**src/verilog/pll_ctrl_pkg.sv**
```systemverilog
// Shared constants for the PLL dynamic phase and settings controller
package pll_ctrl_pkg;

    // ========================================================
    // Register map (word offsets on the plain register port)
    localparam logic [3:0] REG_CTRL = 4'h0;
    localparam logic [3:0] REG_PHASE_CFG = 4'h1;
    localparam logic [3:0] REG_DIVIDERS = 4'h2;
    localparam logic [3:0] REG_STATUS = 4'h3;
    localparam logic [3:0] REG_IRQ_STATUS = 4'h4;
    localparam logic [3:0] REG_IRQ_MASK = 4'h5;

    // ========================================================
    // Field positions
    localparam int CTRL_REF_SEL_BIT = 0;
    localparam int CTRL_DYN_PHASE_BIT = 1;
    localparam int CTRL_SW_STEP_BIT = 2;
    localparam int CTRL_SW_DIR_BIT = 3;
    localparam int CTRL_SW_SEL_LSB = 4;
    localparam int IRQ_PHASE_BIT = 0;
    localparam int IRQ_CFG_BIT = 1;
    localparam int IRQ_LOCK_BIT = 2;
    localparam int IRQ_W = 3;

    // ========================================================
    // Reset values
    localparam logic [7:0] CTRL_RST = 8'h00;
    localparam logic [15:0] PHASE_CFG_RST = 16'h0000;
    localparam logic [31:0] DIVIDERS_RST = 32'h0001_0101;
    localparam logic [2:0] IRQ_MASK_RST = 3'h0;

    // ========================================================
    // Timing
    localparam int CLK_MHZ = 100;
    localparam int LOCK_TIME_US = 50;
    localparam int LOCK_CYCLES = LOCK_TIME_US * CLK_MHZ;

    // Lock tracking states
    typedef enum logic [1:0] {LOCK_STABLE, LOCK_WAIT} lock_state_t;

endpackage

```
**src/verilog/pll_dynamic_phase_and_config_control.sv**
```systemverilog
// PLL dynamic phase, reference select and settings controller
// Functional notes
// - Phase shift adjusted dynamically; static setting only held in a register
// - Phase change may drop lock; wait
// - Runtime choice between two reference clocks
// - Bus port rewrites PLL settings, dividers
// - Settings rewrite unlocks until lock time
// - Each step toggle shifts one step while dynamic phase is enabled
module pll_dynamic_phase_and_config_control #(
    parameter int LOCK_CYCLES = pll_ctrl_pkg::LOCK_CYCLES
) (
    input wire logic sys_clk_i,
    input wire logic rst_i,
    input wire logic [3:0] reg_addr_i,
    input wire logic [31:0] reg_wdata_i,
    input wire logic reg_wr_i,
    input wire logic reg_rd_i,
    output logic [31:0] reg_rdata_o,
    input wire logic [1:0] phase_output_select_i,
    input wire logic phase_shift_direction_i,
    input wire logic phase_step_toggle_i,
    output logic reference_clock_selector_o,
    output logic [1:0] step_output_o,
    output logic step_advance_o,
    output logic step_pulse_o,
    output logic [31:0] divider_cfg_o,
    output logic lock_valid_o,
    output logic irq_o
);

    logic [7:0] ctrl_r;
    logic [15:0] phase_cfg_r;
    logic [31:0] dividers_r;
    logic [2:0] irq_status_r;
    logic [2:0] irq_mask_r;
    logic [2:0] step_sync_r;
    logic [1:0] sel_sync1_r;
    logic [1:0] sel_sync2_r;
    logic dir_sync1_r;
    logic dir_sync2_r;
    logic [1:0] sel_sync3_r;
    logic [1:0] sel_hold_r;
    logic dir_sync3_r;
    logic dir_hold_r;
    logic [31:0] lock_cnt_r;
    pll_ctrl_pkg::lock_state_t lock_state_r;
    logic pin_step;
    logic sw_step;
    logic any_step;
    logic cfg_write;
    logic relock_event;
    logic [1:0] step_sel;
    logic step_dir;
    logic [2:0] irq_set;
    logic read_irq;

    // ========================================================
    // Register writes
    function automatic logic hit(input logic [3:0] a, input logic [3:0] r);
        hit = (a == r);
    endfunction

    assign cfg_write = reg_wr_i && hit(reg_addr_i, pll_ctrl_pkg::REG_DIVIDERS);
    assign read_irq = reg_rd_i && hit(reg_addr_i, pll_ctrl_pkg::REG_IRQ_STATUS);

    // Control register; software step bit is self clearing
    always_ff @(posedge sys_clk_i or posedge rst_i)
    begin
        if (rst_i)
            ctrl_r <= pll_ctrl_pkg::CTRL_RST;
        else if (reg_wr_i && hit(reg_addr_i, pll_ctrl_pkg::REG_CTRL))
            ctrl_r <= reg_wdata_i[7:0];
        else
            ctrl_r[pll_ctrl_pkg::CTRL_SW_STEP_BIT] <= 1'b0;
    end

    // Static phase setting loaded at configuration; only read back, it drives no output
    always_ff @(posedge sys_clk_i or posedge rst_i)
    begin
        if (rst_i)
            phase_cfg_r <= pll_ctrl_pkg::PHASE_CFG_RST;
        else if (reg_wr_i && hit(reg_addr_i, pll_ctrl_pkg::REG_PHASE_CFG))
            phase_cfg_r <= reg_wdata_i[15:0];
    end

    // Divider settings rewritten while running
    always_ff @(posedge sys_clk_i or posedge rst_i)
    begin
        if (rst_i)
            dividers_r <= pll_ctrl_pkg::DIVIDERS_RST;
        else if (cfg_write)
            dividers_r <= reg_wdata_i;
    end

    always_ff @(posedge sys_clk_i or posedge rst_i)
    begin
        if (rst_i)
            irq_mask_r <= pll_ctrl_pkg::IRQ_MASK_RST;
        else if (reg_wr_i && hit(reg_addr_i, pll_ctrl_pkg::REG_IRQ_MASK))
            irq_mask_r <= reg_wdata_i[2:0];
    end

    // ========================================================
    // Pin synchronisers; select and direction count once stages two and three agree
    always_ff @(posedge sys_clk_i or posedge rst_i)
    begin
        if (rst_i)
        begin
            step_sync_r <= 3'h0;
            sel_sync1_r <= 2'h0;
            sel_sync2_r <= 2'h0;
            sel_sync3_r <= 2'h0;
            sel_hold_r <= 2'h0;
            dir_sync1_r <= 1'b0;
            dir_sync2_r <= 1'b0;
            dir_sync3_r <= 1'b0;
            dir_hold_r <= 1'b0;
        end
        else
        begin
            step_sync_r <= {step_sync_r[1:0], phase_step_toggle_i};
            sel_sync1_r <= phase_output_select_i;
            sel_sync2_r <= sel_sync1_r;
            sel_sync3_r <= sel_sync2_r;
            dir_sync1_r <= phase_shift_direction_i;
            dir_sync2_r <= dir_sync1_r;
            dir_sync3_r <= dir_sync2_r;
            // A select caught mid-change is never taken; it waits one more cycle
            if (sel_sync2_r == sel_sync3_r)
                sel_hold_r <= sel_sync3_r;
            if (dir_sync2_r == dir_sync3_r)
                dir_hold_r <= dir_sync3_r;
        end
    end

    // Both toggle edges are steps; select and direction must be settled by then
    assign pin_step = (step_sync_r[1] != step_sync_r[2]) &&
        ctrl_r[pll_ctrl_pkg::CTRL_DYN_PHASE_BIT];
    assign sw_step = ctrl_r[pll_ctrl_pkg::CTRL_SW_STEP_BIT] &&
        ctrl_r[pll_ctrl_pkg::CTRL_DYN_PHASE_BIT];
    assign any_step = pin_step || sw_step;
    // Pin step wins over software step so user fabric is never overridden
    assign step_sel = pin_step ? sel_hold_r :
        ctrl_r[pll_ctrl_pkg::CTRL_SW_SEL_LSB +: 2];
    assign step_dir = pin_step ? dir_hold_r :
        ctrl_r[pll_ctrl_pkg::CTRL_SW_DIR_BIT];

    // ========================================================
    // One-step pulse to the analog phase shifter
    always_ff @(posedge sys_clk_i or posedge rst_i)
    begin
        if (rst_i)
        begin
            step_pulse_o <= 1'b0;
            step_output_o <= 2'h0;
            step_advance_o <= 1'b0;
        end
        else
        begin
            step_pulse_o <= any_step;
            if (any_step)
            begin
                step_output_o <= step_sel;
                step_advance_o <= step_dir;
            end
        end
    end

    always_ff @(posedge sys_clk_i or posedge rst_i)
    begin
        if (rst_i)
        begin
            reference_clock_selector_o <= 1'b0;
            divider_cfg_o <= pll_ctrl_pkg::DIVIDERS_RST;
        end
        else
        begin
            reference_clock_selector_o <= ctrl_r[pll_ctrl_pkg::CTRL_REF_SEL_BIT];
            divider_cfg_o <= dividers_r;
        end
    end

    // ========================================================
    // Lock tracking: any phase step or settings rewrite restarts the full lock wait
    // Conservative: every step counts, since the feedback output is not known here
    assign relock_event = any_step || cfg_write;

    always_ff @(posedge sys_clk_i or posedge rst_i)
    begin
        if (rst_i)
        begin
            lock_state_r <= pll_ctrl_pkg::LOCK_WAIT;
            lock_cnt_r <= 32'h0;
        end
        else if (relock_event)
        begin
            lock_state_r <= pll_ctrl_pkg::LOCK_WAIT;
            lock_cnt_r <= 32'h0;
        end
        else
        begin
            unique case (lock_state_r)
                pll_ctrl_pkg::LOCK_WAIT:
                begin
                    if (lock_cnt_r >= 32'(LOCK_CYCLES - 1))
                        lock_state_r <= pll_ctrl_pkg::LOCK_STABLE;
                    else
                        lock_cnt_r <= lock_cnt_r + 32'h1;
                end
                pll_ctrl_pkg::LOCK_STABLE:
                    lock_cnt_r <= 32'h0;
            endcase
        end
    end

    always_ff @(posedge sys_clk_i or posedge rst_i)
    begin
        if (rst_i)
            lock_valid_o <= 1'b0;
        else
            lock_valid_o <= (lock_state_r == pll_ctrl_pkg::LOCK_STABLE) && !relock_event;
    end

    // ========================================================
    // Sticky events; read clears, a set in the same cycle wins
    assign irq_set = {
        (lock_state_r == pll_ctrl_pkg::LOCK_WAIT) && !relock_event &&
            (lock_cnt_r >= 32'(LOCK_CYCLES - 1)),
        cfg_write,
        any_step};

    always_ff @(posedge sys_clk_i or posedge rst_i)
    begin
        if (rst_i)
            irq_status_r <= 3'h0;
        else
            irq_status_r <= (read_irq ? 3'h0 : irq_status_r) | irq_set;
    end

    always_ff @(posedge sys_clk_i or posedge rst_i)
    begin
        if (rst_i)
            irq_o <= 1'b0;
        else
            irq_o <= |(((read_irq ? 3'h0 : irq_status_r) | irq_set) & irq_mask_r);
    end

    // ========================================================
    // Read data valid the cycle after the strobe; unmapped reads return zero
    always_ff @(posedge sys_clk_i or posedge rst_i)
    begin
        if (rst_i)
            reg_rdata_o <= 32'h0;
        else if (reg_rd_i)
        begin
            unique case (reg_addr_i)
                pll_ctrl_pkg::REG_CTRL: reg_rdata_o <= {24'h0, ctrl_r};
                pll_ctrl_pkg::REG_PHASE_CFG: reg_rdata_o <= {16'h0, phase_cfg_r};
                pll_ctrl_pkg::REG_DIVIDERS: reg_rdata_o <= dividers_r;
                pll_ctrl_pkg::REG_STATUS: reg_rdata_o <= {29'h0, step_advance_o,
                    lock_state_r == pll_ctrl_pkg::LOCK_STABLE, ctrl_r[0]};
                pll_ctrl_pkg::REG_IRQ_STATUS: reg_rdata_o <= {29'h0, irq_status_r};
                pll_ctrl_pkg::REG_IRQ_MASK: reg_rdata_o <= {29'h0, irq_mask_r};
                default: reg_rdata_o <= 32'h0;
            endcase
        end
        else
            reg_rdata_o <= 32'h0;
    end

endmodule

```
**config.mk**
```make
export PLATFORM = sky130hd
export DESIGN_NAME = pll_dynamic_phase_and_config_control
export DESIGN_NICKNAME = d
export VERILOG_FILES = /design/src/verilog/pll_ctrl_pkg.sv /design/src/verilog/pll_dynamic_phase_and_config_control.sv
export SDC_FILE = /design/constraint.sdc
export NUM_CORES = 1
export LEC_CHECK = 0
export ABC_CLOCK_PERIOD_IN_PS = 8500
export BUFFER_PORTS_ARGS = -buffer_cell sky130_fd_sc_hd__buf_2
export CAP_MARGIN = 0
export CORE_MARGIN = 8
export CORE_UTILIZATION = 55
export CTS_BUF_LIST = sky130_fd_sc_hd__clkbuf_2
export DETAILED_ROUTE_END_ITERATION = 10
export PLACE_DENSITY = 0.83
export RECOVER_POWER = 50
export SLEW_MARGIN = 20
export SYNTH_ARGS = -nofsm -noshare
export SYNTH_HDL_FRONTEND = slang
export SYNTH_SLANG_ARGS = --single-unit
```
**constraint.sdc**
```tcl
create_clock -name sys_clk_i -period 8.5 [get_ports sys_clk_i]
set_input_delay 0.85 -clock sys_clk_i [delete_from_list [all_inputs] [get_ports sys_clk_i]]
set_output_delay 0.85 -clock sys_clk_i [all_outputs]
set_load 0.01 [all_outputs]
```
==> qor.yml, run 1 <==
global_route:
  grt_pass1_wl_mm: 22.11
  grt_max_degree: 110
  antenna_found_initial: 1
  grt_overflow: 0
  grt_pass1_vias: 4322
  track_usage_pct: 17.55
synthesis:
  synthesis.area_sq_mm: 0.006719
  yosysMostFrequentCell: "dfrtp_1"
  synth-main-ff-cell: "dfrtp_1"
  netlist_instances: 478
  ys_ff_latch: 181
  async_flop_share_pct: 100.0
  synth_edf_count: 0
  syn-num-nets: 523
  synth_common_cells: "174 x dfrtp_1, 31 x mux2_1, 30 x nor2_1, 29 x mux2_2, 21 x nand2_1"
  syn_area_per_cell_sq_um: 14.06
  yosysSeqAreaShare_pct: 67.54
  ys_types: 50
  synth_largest_area_cell: "dfrtp_1"
  yosysWarningCount: 0
  netlist_top_cells_area: "dfrtp_1 65%, mux2_1 5.2%, mux2_2 4.9%"
  synth_top_cell_area_share_pct: 64.80
clock_tree:
  cts_setup_buffers: 0
  clkLatencyLatePin_ns: 0.73
  cts_tree: "yes"
  htreeDepth: 4
  cts_root_buf: "clkbuf_2"
  cts-resized-gates: 0
  clockBufferDepth: 2
  cts_buffers: 17
  clock_sinks: 181
  clk_pin_slew_ns: 0.22
  hold_buffers: 0
power:
  p_per_area_mw_per_mm2: 234.6
  leakage_nw: 3.873
  ir_drop_mv: 0.1257
placement:
  port_buffers: 114
  routabilityCongestion: 0.7750
  dp_hpwl_mm: 9.313
die:
  dieArea_sq_mm: 0.01601
  coreArea_sq_mm: 0.01196
  io_pins: 115
  die-height_microns: 126.5
  start_util_pct: 56.17
  rows: 40
  die_w_microns: 126.5
detailed_routing:
  wl_mm: 13.41
  via_count: 4151
  drc: 0
  vias_per_cell: 5.505
  wire_per_inst_microns: 17.78
  drtAntennaViolNets: 0
  drtIter0Drc: 344
  drt-pass1-iter-count: 4
timing:
  post-route-period-util_pct: 44.60
  fin_skew_ns: 0.02920
  max_slew_margin_pct: -204.4
  period_minus_slack_ns: 3.791
  final-hold-violation-count: 0
  worstMarginPinSlew_ns: 4.540
  finalSetupViolCount: 0
  rsz0062_at_grt: "false"
  setup-tns-final_ns: 0
  max_freq_mhz: 263.8
  maxSlewViolCount: 146
min_path:
  hold_class: "in2reg"
outcome:
  status: "finished with violations"
  violations: "max-capacitance violations, max-slew violations"
worst_setup_path:
  crit_required_ns: 9.28
  cp_slowest_cell: "clkinvlp_2"
  cp-end-kind: "async pin"
  critPathBufInv: 3
  cp_top_family: "buffers and inverters"
  slowest_delay_ns: 2.52
  cp-start-kind: "primary input"
  crit_type: "in2async"
  arrival_ns: 4.57
  crit_chain: "buf_2 -> clkinvlp_2 -> buf_4"
  cp_max_fo: 109
final_layout:
  fin_util_pct: 63.51
  nets: 639
  drive_above_1_share_pct: 30.64
  area_growth_pct: 13.07
  antenna_cells: 0
job:
  maxCapViolCount: 2
-- layout by cell type (no fill, tap or decap), types with 3 or more instances in the layout --
| cell | n |
|---|---|
| a21oi_1 | 13 |
| nand4_1 | 10 |
| nand3_1 | 5 |
| nand2_1 | 22 |
| buf_2 | 113 |
| inv_6 | 4 |
| a22oi_1 | 12 |
| mux2_1 | 31 |
| inv_1 | 10 |
| clkbuf_2 | 18 |
| clkinv_4 | 3 |
| nand2b_1 | 5 |
| and2_1 | 19 |
| a22o_1 | 3 |
| dfrtp_1 | 174 |
| and3_1 | 20 |
| mux2i_1 | 11 |
| dfstp_2 | 4 |
| bufinv_16 | 3 |
| a211o_1 | 6 |
| xnor2_1 | 5 |
| a21o_1 | 3 |
| mux2_2 | 29 |
| nor2_1 | 30 |
| nor4_1 | 7 |
| dfstp_1 | 3 |
| nor3_1 | 7 |
-- routing by layer --
layer | global-route usage [%] | vias up | share of wire (%)
li1 | - | 1915 | -
met1 | 21.33 | 2089 | 41
met2 | 28.43 | 129 | 50
met3 | 6.116 | 16 | 7.1
met4 | 6.440 | 2 | 1.3
met5 | 0 | - | 0.097
-- cells by family (layout without fill, tap and decap cells) --
family	after synthesis	count (layout)	share of synthesized area (%)
XOR/XNOR	6	6	0.7821
buffers and inverters	31	160	2.756
flip-flops	181	181	67.54
AND/OR/NAND/NOR	139	139	11.79
AO/OA/AOI/OAI	48	48	5.102
multiplexers	71	71	11.69
adder cells (fa/ha/maj)	2	2	0.3352
-- flip-flops by register name (all words and copies together), names as in the netlist, 2 cells and up --
name	cells
step_output_o	2
sel_sync3_r	2
divider_cfg_o	32
reg_rdata_o	32
sel_sync2_r	2
lock_cnt_r	32
sel_sync1_r	2
irq_mask_r	3
dividers_r	32
phase_cfg_r	16
step_sync_r	3
sel_hold_r	2
ctrl_r	8
irq_status_r	3
-- stage by stage --
step	hold slack, ns	total power [W]	std cells	instance area [sq um]	setup WS, ns
floorplan	0.3312	0.001236	478	6719	2.746
global placement	0.3346	0.001331	722	7357	5.829
detailed placement	0.3355	0.001353	722	7357	5.770
CTS	0.1432	0.001808	754	7622	6.036
global route	0.1130	0.001883	754	7597	3.887
finish	0.2311	0.001782	754	7597	4.709
-- power by group --
| group | switching [W] | internal, W | total [W] |
|---|---|---|---|
| clock | 0.000286 | 0.000169 | 0.000455 |
| sequential | 0.0000755 | 0.000992 | 0.00107 |
| combinational | 0.000139 | 0.000121 | 0.000260 |
-- final timing paths --
path                                     startpoint           endpoint  slack [ns]  cells past startpoint
max                                           rst_i      lock_cnt_r[8]        4.71                      3
min                        phase_output_select_i[0]     sel_sync1_r[0]        0.23                      1
max reg2reg                          lock_cnt_r[21]     lock_cnt_r[10]        6.32                      5
min reg2reg                             dir_sync1_r        dir_sync2_r        0.38                      0
max in group sys_clk_i                reg_addr_i[1]      lock_cnt_r[4]        5.12                      6
min in group asynchronous                     rst_i  divider_cfg_o[25]        1.46                      2
-- cell type report --
cell class	count	area [sq um]
Timing Repair Buffer	117	588.1
Clock inverter	14	175.2
Clock buffer	18	90.09
Sequential cell	181	4538
Multi-Input combinational cell	266	1979
Tap cell	147	183.9
Inverter	11	42.54
Fill cell	918	4364
Note: power is estimated with default switching activity, not from simulation.
==> run 2, diff against run 1 <==
- ABC_CLOCK_PERIOD_IN_PS: 8500 -> 3300
- CORE_UTILIZATION: 55 -> 52
- clock period: 8.5 -> 3.3 ns (I/O delays scaled with it)
==> qor.yml, run 2 (synthesis gave the netlist of run 1 again) <==
outcome:
  status: "finished with violations"
  violations: "max-capacitance violations, max-slew violations"
worst_setup_path:
  cp-start-kind: "primary input"
  r2r_end: "lock_cnt_r[0]"
  worstRegToRegCells: 6  # +1
  startpoint: "reg_addr_i[2]"
  crit_type: "in2reg"
  cp_max_fo: 27  # -75%
  r2r_slack_ns: 1.18  # -5.14 ns
  crit_required_ns: 3.97  # -5.31 ns
  arrival_ns: 3.34  # -1.23 ns
  cp-end-kind: "flip-flop"
  r2r-start: "lock_cnt_r[18]"
clock_tree:
  cts_tree: "yes"
  cts-resized-gates: 0  # unchanged
  clock_sinks: 181  # unchanged
  cts_setup_buffers: 0  # unchanged
  cts_root_buf: "clkbuf_2"
  cts_buffers: 17  # unchanged
  clk_pin_slew_ns: 0.23  # about the same
  clockBufferDepth: 2  # unchanged
  hold_buffers: 41  # +41
  htreeDepth: 4  # unchanged
  clkLatencyLatePin_ns: 0.73  # about the same
detailed_routing:
  drtIter0Drc: 276  # -20%
  drc: 0  # unchanged
  drtAntennaViolNets: 0  # unchanged
  wire_per_inst_microns: 17.14  # -3.6%
  vias_per_cell: 5.269  # -4.3%
  wl_mm: 14.15  # +5.6%
  drt-pass1-iter-count: 5  # +1
  via_count: 4352  # +4.8%
global_route:
  track_usage_pct: 17.72  # +0.17 points
  grt_overflow: 0  # unchanged
  grt_pass1_wl_mm: 22.95  # +3.8%
  grt_pass1_vias: 4568  # +5.7%
  grt_max_degree: 72  # -35%
  antenna_found_initial: 2  # +1
timing:
  fin_skew_ns: 0.02909  # -0.0001025 ns
  rsz0062_at_grt: "false"
  max_freq_mhz: 373.8
  setup-tns-final_ns: 0  # unchanged
  worstMarginPinSlew_ns: 1.576  # -2.964 ns
  post-route-period-util_pct: 81.06
  finalSetupViolCount: 0  # unchanged
  maxSlewViolCount: 37  # -75%
  period_minus_slack_ns: 2.675
  max_slew_margin_pct: -5.651  # +200 points
  final-hold-violation-count: 0  # unchanged
final_layout:
  area_growth_pct: 19.70
  multi_input_area_sq_mm: 0.001981  # about the same
  nets: 684  # +7.0%
  final_cell_mix: "174 x dfrtp_1, 113 x buf_2, 41 x dlygate4sd3_1, 31 x mux2_1, 30 x nor2_1"
  num-fill-cells: 949  # +3.4%
  seqCellArea_sq_mm: 0.004538  # unchanged
  drive_above_1_share_pct: 28.68  # -2.0 points
  instances_no_fill: 826  # +9.5%
  layout_commonest_cell: "dfrtp_1"
die:
  start_util_pct: 53.24  # -2.9 points
  rows: 41  # +2.5%
  dieArea_sq_mm: 0.01681  # +5.0%
  coreArea_sq_mm: 0.01262  # +5.5%
  die-height_microns: 129.7  # +2.5%
  io_pins: 115  # unchanged
  die_w_microns: 129.7  # +2.5%
placement:
  port_buffers: 114  # unchanged
  dp_hpwl_mm: 9.593  # +3.0%
  routabilityCongestion: 0.8201  # +5.8%
  dp_cells: 751  # +4.0%
job:
  maxCapViolCount: 1  # -1
power:
  p_per_area_mw_per_mm2: 564.8  # +140%
  pwr-share-seq_pct: 60.7  # +0.8 points
  power_frac_clock_pct: 23.5  # -2.0 points
  ir_drop_mv: 0.2375  # +89%
  pwr-share-comb_pct: 15.8  # +1.2 points
  leakage_nw: 4.051  # +4.6%
  swShare_pct: 28.54  # +0.48 points
  p_switching_w: 0.001296  # +160%
  p_int_w: 0.003246  # +150%
min_path:
  hold_class: "in2reg"
  hold_end: "reg_rdata_o[7]"
  hp-start: "reg_addr_i[0]"
  hold_depth: 4  # +3
## run 2: changes by cell type in the layout (fill, tap and decap cells not counted), moves of 2 or more
cell	change
buf_4	+2
inv_6	-2
clkinv_1	+3
diode_2	+2
dlygate4sd3_1	+41
clkinv_2	+2
clkinv_4	-3
## run 2: per-layer routing
metal	GRT usage [%]	part of all wire, %
met1	20.95	40
met5	0	0
met2	29.74	51
met4	8.128	1.7
met3	4.766	6.5
## run 2: worst max-delay path by stage
stage                                end  slack, ns  depth (start not counted)
after CTS                  lock_cnt_r[0]       1.21                          6
after detailed placement  lock_cnt_r[28]       1.12                          6
after floorplan                ctrl_r[0]       0.65                          1
final                              irq_o       0.63                          7
after global routing      reg_rdata_o[2]       0.51                          7
after global placement             irq_o       1.20                          7
## run 2: layout make-up
| class | count | area share (%) |
|---|---|---|
| flip-flops and latches | 181 | 56.43 |
| multi-input cells | 266 | 24.63 |
| repair buffers | 162 | 12.90 |
| well taps | 172 | 2.676 |
| clock inverters | 14 | 1.665 |
| clock buffers | 18 | 1.120 |
| inverters | 11 | 0.5289 |
| diodes | 2 | 0.06223 |
## run 2: stage by stage
stage	total power, W	cell area, sq um	setup WS, ns	utilization (%)	hold WS (ns)
finish	0.004543	8043	0.6251	63.73	0.1092
global route	0.004770	8043	0.5103	63.73	0.07640
CTS	0.004585	8064	1.212	63.90	0.04850
detailed placement	0.003490	7430	1.118	58.87	0.3355
global placement	0.003434	7430	1.201	58.87	0.3331
floorplan	0.003183	6723	0.6531	-	0.3312
## run 2: worst max-delay path, cell delays in order
cell           delay (ns)
dlygate4sd3_1        0.54
clkbuf_1             0.34
nor4b_1              0.64
clkbuf_1             0.99
a22o_1               0.33
a32oi_1              0.06
o211ai_1             0.10
## run 2: power groups by stage
stage          Sequential, W  Clock, W  Combinational [W]
2_1_floorplan        0.00280         0           0.000378
3_3_place_gp         0.00277         0           0.000660
3_5_place_dp         0.00280         0           0.000693
4_1_cts              0.00276   0.00110           0.000734
5_1_grt              0.00280   0.00118           0.000792
6_report             0.00276   0.00107           0.000718
